[src/rtl/dmdi_pkg.sv]
// package: item identifiers, field layouts and timing for the direct data items
`default_nettype none
package dmdi_pkg;

  // ****************************************
  // item identifiers (printed data ids)
  // ****************************************
  localparam logic [7:0] ID_TARGET_POS = 8'h2e;
  localparam logic [7:0] ID_RUN_SPEED = 8'h2f;
  localparam logic [7:0] ID_ACCEL_RATE = 8'h30;
  localparam logic [7:0] ID_STOP_DECEL = 8'h31;
  localparam logic [7:0] ID_RUN_CURRENT = 8'h32;
  localparam logic [7:0] ID_START_TRIGGER = 8'h33;
  localparam logic [7:0] ID_FORWARD_TARGET = 8'h34;
  localparam logic [7:0] ID_INCMD_MIRROR = 8'h3a;
  localparam logic [7:0] ID_INCMD_AUTOCLEAR = 8'h3c;
  localparam logic [7:0] ID_INCMD_PRIMARY = 8'h3e;
  localparam logic [7:0] ID_OUTPUT_STATE = 8'h3f;
  localparam logic [7:0] ID_ALARM_CODE = 8'h40;
  localparam logic [7:0] ID_COMM_ERROR = 8'h56;
  localparam logic [7:0] ID_CMD_POSITION = 8'h63;
  localparam logic [7:0] ID_CMD_SPEED_RPM = 8'h64;
  localparam logic [7:0] ID_CMD_SPEED_HZ = 8'h65;
  // items selected by trigger codes -7 and -6, in code order
  localparam logic [7:0] ID_DATA_NUMBER = 8'h2c;
  localparam logic [7:0] ID_OP_TYPE = 8'h2d;

  // ****************************************
  // value limits
  // ****************************************
  localparam logic signed [31:0] SPEED_MAX = 32'sh003d_0900;
  localparam logic signed [31:0] SPEED_MIN = -32'sh003d_0900;
  localparam logic [31:0] RATE_MIN = 32'h0000_0001;
  localparam logic [31:0] RATE_MAX = 32'h3b9a_ca00;
  localparam logic [31:0] CURRENT_MAX = 32'h0000_03e8;
  localparam logic signed [31:0] TRIG_MIN = -32'sh0000_0007;
  localparam logic signed [31:0] TRIG_DISABLE = 32'sh0000_0000;
  localparam logic signed [31:0] TRIG_ALL = 32'sh0000_0001;

  // ****************************************
  // reset values
  // ****************************************
  localparam logic [31:0] RST_ZERO = 32'h0000_0000;
  localparam logic [31:0] RST_RATE = 32'h000f_4240;
  localparam logic [31:0] RST_CURRENT = 32'h0000_03e8;

  // ****************************************
  // timing
  // ****************************************
  localparam int CLK_HZ = 10000000;
  localparam int AUTO_OFF_NS = 250000;
  localparam int AUTO_OFF_CYC = AUTO_OFF_NS / (1000000000 / CLK_HZ);
  localparam int COUNT_W = 12;

  // ****************************************
  // carriers
  // ****************************************
  typedef struct packed {
    logic signed [31:0] position;
    logic signed [31:0] speed;
    logic [31:0] accel;
    logic [31:0] decel;
    logic [31:0] current;
  } dmdi_dir_data_type;

  typedef struct packed {
    logic valid;
    logic write;
    logic [7:0] id;
    logic [31:0] wdata;
  } dmdi_access_type;

endpackage
`default_nettype wire

[src/rtl/dmdi_items.sv]
// direct data operation and monitor item bank, addressed by data id
`timescale 1ns/100ps
`default_nettype none
module dmdi_items #(
  parameter int INPUT_W = 32,
  parameter int AUTO_CYC = dmdi_pkg::AUTO_OFF_CYC
) (
  // clock and reset
  input wire logic i_clk_sys,
  input wire logic i_resetn,
  // item access from the serial link decoder
  input wire dmdi_pkg::dmdi_access_type i_access,
  output logic [31:0] o_rdata,
  output logic o_rvalid,
  output logic o_id_error,
  // direct operation side
  input wire logic i_running,
  output dmdi_pkg::dmdi_dir_data_type o_exec_data,
  output dmdi_pkg::dmdi_dir_data_type o_buf_data,
  output logic o_buf_loaded,
  output logic o_start,
  // driver inputs and state
  output logic [INPUT_W-1:0] o_inputs,
  input wire logic [31:0] i_output_state,
  input wire logic [31:0] i_alarm_code,
  input wire logic i_comm_err_valid,
  input wire logic [31:0] i_comm_err_code,
  input wire logic i_wrap_enable,
  input wire logic signed [31:0] i_cmd_pos_abs,
  input wire logic signed [31:0] i_cmd_pos_wrap,
  input wire logic signed [31:0] i_cmd_speed_rpm,
  input wire logic signed [31:0] i_cmd_speed_hz
);

  // ****************************************
  // decode
  // ****************************************
  wire logic wr = i_access.valid & i_access.write;
  wire logic rd = i_access.valid & ~i_access.write;
  wire logic [7:0] id = i_access.id;
  wire logic [31:0] wd = i_access.wdata;
  wire logic signed [31:0] wds = i_access.wdata;
  wire logic w_pos = wr & (id == dmdi_pkg::ID_TARGET_POS);
  wire logic w_spd = wr & (id == dmdi_pkg::ID_RUN_SPEED);
  wire logic w_acc = wr & (id == dmdi_pkg::ID_ACCEL_RATE);
  wire logic w_dec = wr & (id == dmdi_pkg::ID_STOP_DECEL);
  wire logic w_cur = wr & (id == dmdi_pkg::ID_RUN_CURRENT);
  wire logic w_trg = wr & (id == dmdi_pkg::ID_START_TRIGGER);
  wire logic w_fwd = wr & (id == dmdi_pkg::ID_FORWARD_TARGET);
  wire logic w_num = wr & (id == dmdi_pkg::ID_DATA_NUMBER);
  wire logic w_typ = wr & (id == dmdi_pkg::ID_OP_TYPE);
  wire logic w_prim = wr & (id == dmdi_pkg::ID_INCMD_PRIMARY);
  wire logic w_mirr = wr & (id == dmdi_pkg::ID_INCMD_MIRROR);
  wire logic w_auto = wr & (id == dmdi_pkg::ID_INCMD_AUTOCLEAR);

  // ****************************************
  // value limiting
  // ****************************************
  // out-of-range writes saturate, or disable the trigger, rather than fault: the link has no nack
  wire logic signed [31:0] spd_lim =
    (wds > dmdi_pkg::SPEED_MAX) ? dmdi_pkg::SPEED_MAX :
    (wds < dmdi_pkg::SPEED_MIN) ? dmdi_pkg::SPEED_MIN : wds;
  wire logic [31:0] rate_lim =
    (wd < dmdi_pkg::RATE_MIN) ? dmdi_pkg::RATE_MIN :
    (wd > dmdi_pkg::RATE_MAX) ? dmdi_pkg::RATE_MAX : wd;
  wire logic [31:0] cur_lim =
    (wd > dmdi_pkg::CURRENT_MAX) ? dmdi_pkg::CURRENT_MAX : wd;
  wire logic signed [31:0] trg_lim =
    (wds < dmdi_pkg::TRIG_MIN) ? dmdi_pkg::TRIG_DISABLE :
    (wds > dmdi_pkg::TRIG_ALL) ? dmdi_pkg::TRIG_DISABLE : wds;

  // ****************************************
  // direct data sets
  // ****************************************
  dmdi_pkg::dmdi_dir_data_type exec_reg;
  dmdi_pkg::dmdi_dir_data_type exec_next;
  dmdi_pkg::dmdi_dir_data_type buf_reg;
  dmdi_pkg::dmdi_dir_data_type buf_next;
  dmdi_pkg::dmdi_dir_data_type upd;
  logic signed [31:0] trigger_reg;
  logic [31:0] forward_reg;
  logic buf_loaded_reg;
  logic [4:0] seen_reg;
  logic [4:0] seen_next;
  logic start_reg;
  logic start_next;
  // running with forward set steers writes away from the live set
  wire logic to_buf = i_running & forward_reg[0];

  always_comb begin
    upd = to_buf ? buf_reg : exec_reg;
    if (w_pos) begin
      upd.position = wds;
    end
    if (w_spd) begin
      upd.speed = spd_lim;
    end
    if (w_acc) begin
      upd.accel = rate_lim;
    end
    if (w_dec) begin
      upd.decel = rate_lim;
    end
    if (w_cur) begin
      upd.current = cur_lim;
    end
    exec_next = to_buf ? exec_reg : upd;
    buf_next = to_buf ? upd : buf_reg;
  end

  // ****************************************
  // start trigger
  // ****************************************
  wire logic [4:0] seen_set = {w_cur, w_dec, w_acc, w_spd, w_pos};
  wire logic sel_hit =
    (trigger_reg == -32'sd7 && w_num) ||
    (trigger_reg == -32'sd6 && w_typ) ||
    (trigger_reg == -32'sd5 && w_pos) ||
    (trigger_reg == -32'sd4 && w_spd) ||
    (trigger_reg == -32'sd3 && w_acc) ||
    (trigger_reg == -32'sd2 && w_dec) ||
    (trigger_reg == -32'sd1 && w_cur);
  wire logic all_hit = (trigger_reg == dmdi_pkg::TRIG_ALL) &&
    (&(seen_reg | seen_set));

  always_comb begin
    start_next = sel_hit | all_hit;
    seen_next = all_hit ? 5'h00 : (seen_reg | seen_set);
    if (w_trg) begin
      seen_next = 5'h00;
    end
  end

  always_ff @(posedge i_clk_sys or negedge i_resetn) begin
    if (!i_resetn) begin
      exec_reg <= '{32'sd0, 32'sd0, dmdi_pkg::RST_RATE,
        dmdi_pkg::RST_RATE, dmdi_pkg::RST_CURRENT};
      buf_reg <= '{32'sd0, 32'sd0, dmdi_pkg::RST_RATE,
        dmdi_pkg::RST_RATE, dmdi_pkg::RST_CURRENT};
      trigger_reg <= dmdi_pkg::TRIG_DISABLE;
      forward_reg <= dmdi_pkg::RST_ZERO;
      seen_reg <= 5'h00;
      start_reg <= 1'b0;
      buf_loaded_reg <= 1'b0;
    end else begin
      exec_reg <= exec_next;
      buf_reg <= buf_next;
      seen_reg <= seen_next;
      start_reg <= start_next;
      if (w_trg) begin
        trigger_reg <= trg_lim;
      end
      if (w_fwd) begin
        forward_reg <= {31'h0, wd[0]};
      end
      // buffer stays marked until operation ends; nothing copies it into the live set
      if (to_buf && (|seen_set)) begin
        buf_loaded_reg <= 1'b1;
      end else if (!i_running) begin
        buf_loaded_reg <= 1'b0;
      end
    end
  end

  // ****************************************
  // input commands
  // ****************************************
  logic [INPUT_W-1:0] cmd_reg;
  logic [INPUT_W-1:0] auto_reg;
  localparam int COUNT_W_L = dmdi_pkg::COUNT_W;
  logic [COUNT_W_L-1:0] auto_cnt_reg;
  wire logic [INPUT_W-1:0] wd_in = wd[INPUT_W-1:0];
  wire logic auto_done = (auto_reg != '0) &&
    (auto_cnt_reg == COUNT_W_L'(AUTO_CYC - 1));

  always_ff @(posedge i_clk_sys or negedge i_resetn) begin
    if (!i_resetn) begin
      cmd_reg <= '0;
      auto_reg <= '0;
      auto_cnt_reg <= '0;
    end else begin
      if (w_prim || w_mirr) begin
        cmd_reg <= wd_in;
        auto_reg <= '0;
      end else if (w_auto) begin
        cmd_reg <= wd_in;
        // pending bits written again restart, so they still turn off
        auto_reg <= (wd_in & ~cmd_reg) | (wd_in & auto_reg);
        auto_cnt_reg <= '0;
      end else if (auto_done) begin
        cmd_reg <= cmd_reg & ~auto_reg;
        auto_reg <= '0;
      end else if (auto_reg != '0) begin
        auto_cnt_reg <= auto_cnt_reg + 1'b1;
      end
    end
  end

  // ****************************************
  // status capture and read back
  // ****************************************
  logic [31:0] comm_err_reg;
  logic [31:0] rdata_reg;
  logic rvalid_reg;
  logic id_err_reg;
  logic [31:0] rsel;
  logic rhit;

  always_comb begin
    rhit = 1'b1;
    unique case (id)
      dmdi_pkg::ID_TARGET_POS: rsel = exec_reg.position;
      dmdi_pkg::ID_RUN_SPEED: rsel = exec_reg.speed;
      dmdi_pkg::ID_ACCEL_RATE: rsel = exec_reg.accel;
      dmdi_pkg::ID_STOP_DECEL: rsel = exec_reg.decel;
      dmdi_pkg::ID_RUN_CURRENT: rsel = exec_reg.current;
      dmdi_pkg::ID_START_TRIGGER: rsel = trigger_reg;
      dmdi_pkg::ID_FORWARD_TARGET: rsel = forward_reg;
      dmdi_pkg::ID_OUTPUT_STATE: rsel = i_output_state;
      dmdi_pkg::ID_ALARM_CODE: rsel = i_alarm_code;
      dmdi_pkg::ID_COMM_ERROR: rsel = comm_err_reg;
      dmdi_pkg::ID_CMD_POSITION: begin
        rsel = i_wrap_enable ? i_cmd_pos_wrap : i_cmd_pos_abs;
      end
      dmdi_pkg::ID_CMD_SPEED_RPM: rsel = i_cmd_speed_rpm;
      dmdi_pkg::ID_CMD_SPEED_HZ: rsel = i_cmd_speed_hz;
      default: begin
        rsel = dmdi_pkg::RST_ZERO;
        rhit = 1'b0;
      end
    endcase
  end

  // writes to read-only or unknown ids, and reads of write-only ones, flag
  wire logic wr_ok = w_pos | w_spd | w_acc | w_dec | w_cur | w_trg |
    w_fwd | w_num | w_typ | w_prim | w_mirr | w_auto;

  always_ff @(posedge i_clk_sys or negedge i_resetn) begin
    if (!i_resetn) begin
      comm_err_reg <= dmdi_pkg::RST_ZERO;
      rdata_reg <= dmdi_pkg::RST_ZERO;
      rvalid_reg <= 1'b0;
      id_err_reg <= 1'b0;
    end else begin
      if (i_comm_err_valid) begin
        comm_err_reg <= i_comm_err_code;
      end
      rvalid_reg <= rd;
      rdata_reg <= rd ? rsel : rdata_reg;
      id_err_reg <= (rd & ~rhit) | (wr & ~wr_ok);
    end
  end

  // ****************************************
  // outputs
  // ****************************************
  assign o_rdata = rdata_reg;
  assign o_rvalid = rvalid_reg;
  assign o_id_error = id_err_reg;
  assign o_exec_data = exec_reg;
  assign o_buf_data = buf_reg;
  assign o_buf_loaded = buf_loaded_reg;
  assign o_start = start_reg;
  assign o_inputs = cmd_reg;

endmodule
`default_nettype wire

[config.mk]
export PLATFORM = sky130hd
export DESIGN_NAME = dmdi_items
export DESIGN_NICKNAME = d
export VERILOG_FILES = /design/src/rtl/dmdi_pkg.sv /design/src/rtl/dmdi_items.sv
export SDC_FILE = /design/constraint.sdc
export NUM_CORES = 1
export LEC_CHECK = 0
export ABC_AREA = 1
export BUFFER_PORTS_ARGS = -buffer_cell sky130_fd_sc_hd__buf_4
export CAP_MARGIN = 10
export CORE_MARGIN = 5
export CORE_UTILIZATION = 35
export DETAILED_ROUTE_END_ITERATION = 12
export GPL_TIMING_DRIVEN = 1
export PLACE_DENSITY = 0.65
export SLEW_MARGIN = 20
export SYNTH_ARGS = -nofsm -noshare
export SYNTH_HDL_FRONTEND = slang
export SYNTH_SLANG_ARGS = --single-unit
[constraint.sdc]
create_clock -name i_clk_sys -period 3.6 [get_ports i_clk_sys]
set_input_delay 0.36 -clock i_clk_sys [delete_from_list [all_inputs] [get_ports i_clk_sys]]
set_output_delay 0.36 -clock i_clk_sys [all_outputs]
set_load 0.1 [all_outputs]
* Word level (Yosys, flattened, before mapping)
Index checks and enable logic that the tools add are counted.
** Operators by class
- Add/sub/neg operators :: 1
- Magnitude comparators :: 7
- Eq/ne operators :: 29
- Multiplexer cells :: 29
- Bitwise logic cells :: 41
- Reductions and logical operators :: 24
** Operator list (count)
- $mux 32 :: 19
- $pmux 32 s13 :: 1
- $mux 160 :: 1
- $eq 8x6->1 const B :: 13
- $and 32x32->32 :: 3
- $eq 32x4->1 const B :: 3
- $eq 32x2->1 const B :: 2
- $eq 32x3->1 const B :: 2
- $not 32->32 :: 2
- $eq 8x7->1 const B :: 5
- $mux 12 :: 3
- $eq 32x1->1 const B :: 1
- $gt 32x10->1 const B :: 1
- $gt 32x2->1 const B :: 1
- $gt 32x23->1 const B :: 1
- $gt 32x30->1 const B :: 1
- $lt 32x1->1 const B :: 1
- $lt 32x23->1 const B :: 1
- $lt 32x4->1 const B :: 1
- $or 32x32->32 :: 1
- $reduce_bool 32->1 :: 1
- $and 1x1->1 :: 17
- $or 1x1->1 :: 13
- $reduce_or 13->1 :: 1
- other kinds (15) :: 36
** Storage, ports and cells
- Bits in registers :: 502
- Input bits :: 271
- Output and inout port bits :: 388
- Word-level logic and storage cells :: 153

* Longest topological paths before layout
- Depth in word-level cells :: 16
- Depth in mapped cells :: 14
- Mapped depth without buffers :: 12

* Worst setup path before layout
Ideal clock, no wire load.
- Kind :: input-to-reg
- From :: in i_access[26] (netlist bit)
- To :: reg buf_reg, in the netlist o_buf_data[122]
- Setup time :: 0.132 ns
- Arrival time :: 1.990 ns
- Required time :: 3.468 ns
- Setup slack :: 1.478 ns
- Stages on the path :: 13
- Path buffers :: 2
- Cell sequence :: clkbuf_1 -> nand2_1 -> nor2_1 -> nand4_1 -> a211o_1 -> ha_1 -> inv_1 -> nand2_2 -> buf_2 -> o21ai_1 -> inv_1 -> nand3_1 -> o21ai_0
** On the way
- Cells in the longest elaborated chain, start to end :: 4
- Elaborated cells between the ends (all ways) :: 5
- Classes of those cells :: order compare: 2; mux: 3
** Ends and longest elaborated chain
- start: declaration :: line dmdi_items.sv:12 : input wire dmdi_pkg::dmdi_access_type i_access,
- $lt 32x23->1 :: line dmdi_items.sv:62 : (wds < dmdi_pkg::SPEED_MIN) ? dmdi_pkg::SPEED_MIN : wds;
- $mux 32 :: line dmdi_items.sv:62
- $mux 32 (*) :: line dmdi_items.sv:61 : (wds > dmdi_pkg::SPEED_MAX) ? dmdi_pkg::SPEED_MAX :
- $mux 32 (*) :: line dmdi_items.sv:95 : if (w_spd) begin
- end signal: assignment :: line dmdi_items.sv:138 : buf_reg <= '{32'sd0, 32'sd0, dmdi_pkg::RST_RATE,
- end signal: assignment :: line dmdi_items.sv:147 : buf_reg <= buf_next;
- end: declaration :: line dmdi_items.sv:77 : dmdi_pkg::dmdi_dir_data_type buf_reg;
Every way passes the cells marked *; elsewhere a longest branch is shown, timed or not.
A chain may end at the register's enable or synchronous reset.

* Worst setup path in the final report
- From :: in i_access[12] (netlist bit)
- To :: reg exec_reg, in the netlist o_exec_data[104]
** On the way
- Cells in the longest elaborated chain, start to end :: 4
- Elaborated cells between the ends (all ways) :: 5
- Classes of those cells :: order compare: 2; mux: 3
** Ends and longest elaborated chain
- $lt 32x23->1 :: line dmdi_items.sv:62
- $mux 32 :: line dmdi_items.sv:62
- $mux 32 (*) :: line dmdi_items.sv:61
- $mux 32 (*) :: line dmdi_items.sv:95
- end signal: assignment :: line dmdi_items.sv:136 : exec_reg <= '{32'sd0, 32'sd0, dmdi_pkg::RST_RATE,
- end signal: assignment :: line dmdi_items.sv:146 : exec_reg <= exec_next;
- end: declaration :: line dmdi_items.sv:75 : dmdi_pkg::dmdi_dir_data_type exec_reg;
Marks and branches as above.

==> flow_metrics.env <==
export IMPL_synth_ff_type="dfrtp_1"
export IMPL_powerDensity_nw_per_um2=717
export IMPL_cts_htree_levels=2
export IMPL_yosys_top_cells_area="dfrtp_1, nand2_1, o21ai_0"
export IMPL_finalNonFillerCells=5543
export IMPL_power_mw=25.9
export IMPL_hp_class="input pin to flop"
export IMPL_start_util_pct=35.4
export IMPL_min_from="i_access[10]"
export IMPL_portBuffers=658
export IMPL_endpoint_kind="flop"
export IMPL_cts_tree="yes"
export IMPL_insertion_delay_ps=680
export IMPL_synth_edf_count=0
export IMPL_vias_per_cell=5.24
export IMPL_holdPathStages=3
export IMPL_fmax_mhz=346
export IMPL_cp_start_kind="input pin"
export IMPL_synth_most_common_cell="nand2_1"
export IMPL_die_area_um2=84100
export IMPL_finalSetupViolCount=0
export IMPL_timing_rr_start="auto_reg[23]"
export IMPL_die_h_um=290
export IMPL_die_w_um=290
export IMPL_synth_area_um2=27400
export IMPL_dp_hpwl_um=101000
export IMPL_ys_seq_area_share_pct=46.0
export IMPL_ant_nets=0
export IMPL_synth_net_count=4120
export IMPL_root_buffer="clkbuf_16"
export IMPL_gp_congestion=0.921
export IMPL_routed_wl_um=132000
export IMPL_clock_sinks=502
export IMPL_ir_worst_vdd_v=0.000724
export IMPL_r2r_cells=7
export IMPL_synth_seq_cells=502
export IMPL_place_inst=5385
export IMPL_worstMarginPinSlew_ps=861
export IMPL_worst_slack_ps=708
export IMPL_clock_path_buffers=3
export IMPL_yosysUniqueCellTypes=43
export IMPL_grt_first_pass_wirelength_um=190000
export IMPL_status="completed"
export IMPL_fin_nets=4727
export IMPL_syn_inst=3847
export IMPL_hold_violations=0
export IMPL_grt_pass1_vias=27473
export IMPL_grt_max_degree=168
export IMPL_synthArstFlopShare_pct=100
export IMPL_reg2reg_slack_ps=1030
export IMPL_hold_end="auto_reg[10]"
export IMPL_worstPathRequired_ps=4140
export IMPL_clkTransAtPathRegs_ps=60
export IMPL_via_count=29063
export IMPL_slew_violations=0
export IMPL_firstDrtPassIters=6
export IMPL_worstPathArrival_ps=3430
export IMPL_place_ws_ps=506
export IMPL_reg2reg_to="auto_cnt_reg[9]"
export IMPL_cap_violations=0
export IMPL_worstPathMaxFanout=6
export IMPL_core_area_um2=77600
export IMPL_layout_drive_gt1_share_pct=21.1
export IMPL_cts_inserted_buffers=59
export IMPL_relSlewSlack_pct=42.6
export IMPL_drt_iter0_markers=2878
export IMPL_rows=102
export IMPL_period_minus_slack_ps=2890
export IMPL_fillers=7960
export IMPL_tns_ps=0
export IMPL_netlist_top_cells_count="nand2_1, dfrtp_1, o21ai_0"
export IMPL_final_util_pct=46.6
export IMPL_ioPinCount=659
export IMPL_area_growth_synth_to_final_pct=31.7
export IMPL_synth_top_area_share_pct=42.1
export IMPL_synth_top_area_cell="dfrtp_1"
export IMPL_cts_setup_buffers=0
export IMPL_grt_overflow=0
export IMPL_setup_worst_path_class="input pin to flop"
export IMPL_min_period_over_period_pct=80.3
export IMPL_drc=0
export IMPL_p_leak_nw=18.8
export IMPL_ys_warn_count=0
export IMPL_antenna_found_initial=11
export IMPL_routedWlPerCell_um=23.7
export IMPL_grt_usage_pct=29.8
export IMPL_rsz0062_at_grt="false"
export IMPL_skew_ps=64.5
export IMPL_syn_avg_cell_area_um2=7.13
==> cells in the final DEF, fill, tap and decap left out, types with 4 or more instances in the layout <==
master and instances:
o22ai_1 11, mux2_2 40, nor4_1 8, o21ai_0 377, bufinv_16 11, nand3_1 312, inv_1 349, nand3b_1 4
buf_12 15, dfrtp_1 462, a22o_1 4, o211ai_1 66, xor2_1 8, dlygate4sd3_1 48, a31oi_1 61, o21ai_1 100
clkbuf_16 59, nor3_1 16, clkinv_2 10, nor2_1 289, clkbuf_1 10, a21oi_1 23, nor2_2 8, clkbuf_8 14
nand2_1 1350, inv_2 8, dfstp_2 40, nand4_1 42, nor2_4 6, nand2_2 6, buf_4 717
==> layout make-up <==
type                    count  area [µm²]  area share (%)
diodes                      1        2.50         0.00693
clock buffers              83        1710            4.72
clock inverters            26         475            1.32
inverters                 358        1350            3.74
multi-input cells        2752       12500            34.6
flip-flops and latches    502       12600            34.9
well taps                1040        1300            3.60
repair buffers            781        6180            17.1
==> cells by family (layout without fill, tap and decap cells) <==
family | count (synthesis) | after routing | share of synthesized area (%)
AO/OA/AOI/OAI | 648 | 648 | 12.9
flip-flops | 502 | 502 | 46.0
other | 0 | 1 | 0
multiplexers | 40 | 40 | 1.64
XOR/XNOR | 10 | 10 | 0.319
AND/OR/NAND/NOR | 2052 | 2052 | 30.5
buffers and inverters | 593 | 1248 | 8.59
adder cells (fa/ha/maj) | 2 | 2 | 0.0912
==> metal layers <==
layer / track usage [%] / vias up / wire [µm]
met2: 47.9 / 1246 / 60600
met4: 10.7 / 2 / 5690
met5: 0 / - / 13
met3: 7.38 / 235 / 11200
li1: - / 13630 / -
met1: 39.3 / 13950 / 54000
==> report_power, final <==
group | switching (mW) | internal, mW | total [mW] | leakage, nW
sequential | 0.958 | 6.71 | 7.66 | 6.30
clock | 2.67 | 4.10 | 6.77 | 1.07
combinational | 9.14 | 2.33 | 11.5 | 11.4
total | 12.8 | 13.1 | 25.9 | 18.8
==> worst max-delay path by stage <==
stage	from	endpoint	slack, ps	depth (start not counted)
CTS	i_access[12]	o_exec_data[104]	660	13
floorplan	i_access[26]	o_buf_data[122]	1480	13
global route	i_access[12]	o_exec_data[104]	490	13
global placement	i_access[13]	o_exec_data[104]	490	12
finish	i_access[12]	o_exec_data[104]	710	13
detailed placement	i_access[13]	o_buf_data[104]	510	12
==> through the flow <==
stage / hold WS (ps) / instance area (µm²)
4_1_cts: 10.2 / 36100
2_1_floorplan: 64.4 / 27400
6_report: 37.5 / 36100
3_3_place_gp: 455 / 33500
5_1_grt: 36.7 / 36100
3_5_place_dp: 451 / 33500
==> worst max-delay path, cell delays in order <==
cell and delay [ps]:
dlygate4sd3_1 550, buf_4 180, inv_1 150, nor3_1 280, o2111ai_1 160, a211o_1 290, ha_1 270, inv_1 90
nand2_1 160, nor4_1 630, nand2_1 150, nand3_1 100, nand2_1 50
==> what timing repair did <==
action	CTS	global route
hold endpoints to repair	108	0
hold buffers	48	0
resized for setup	0	0
Note: power is estimated with default switching activity, not from simulation.
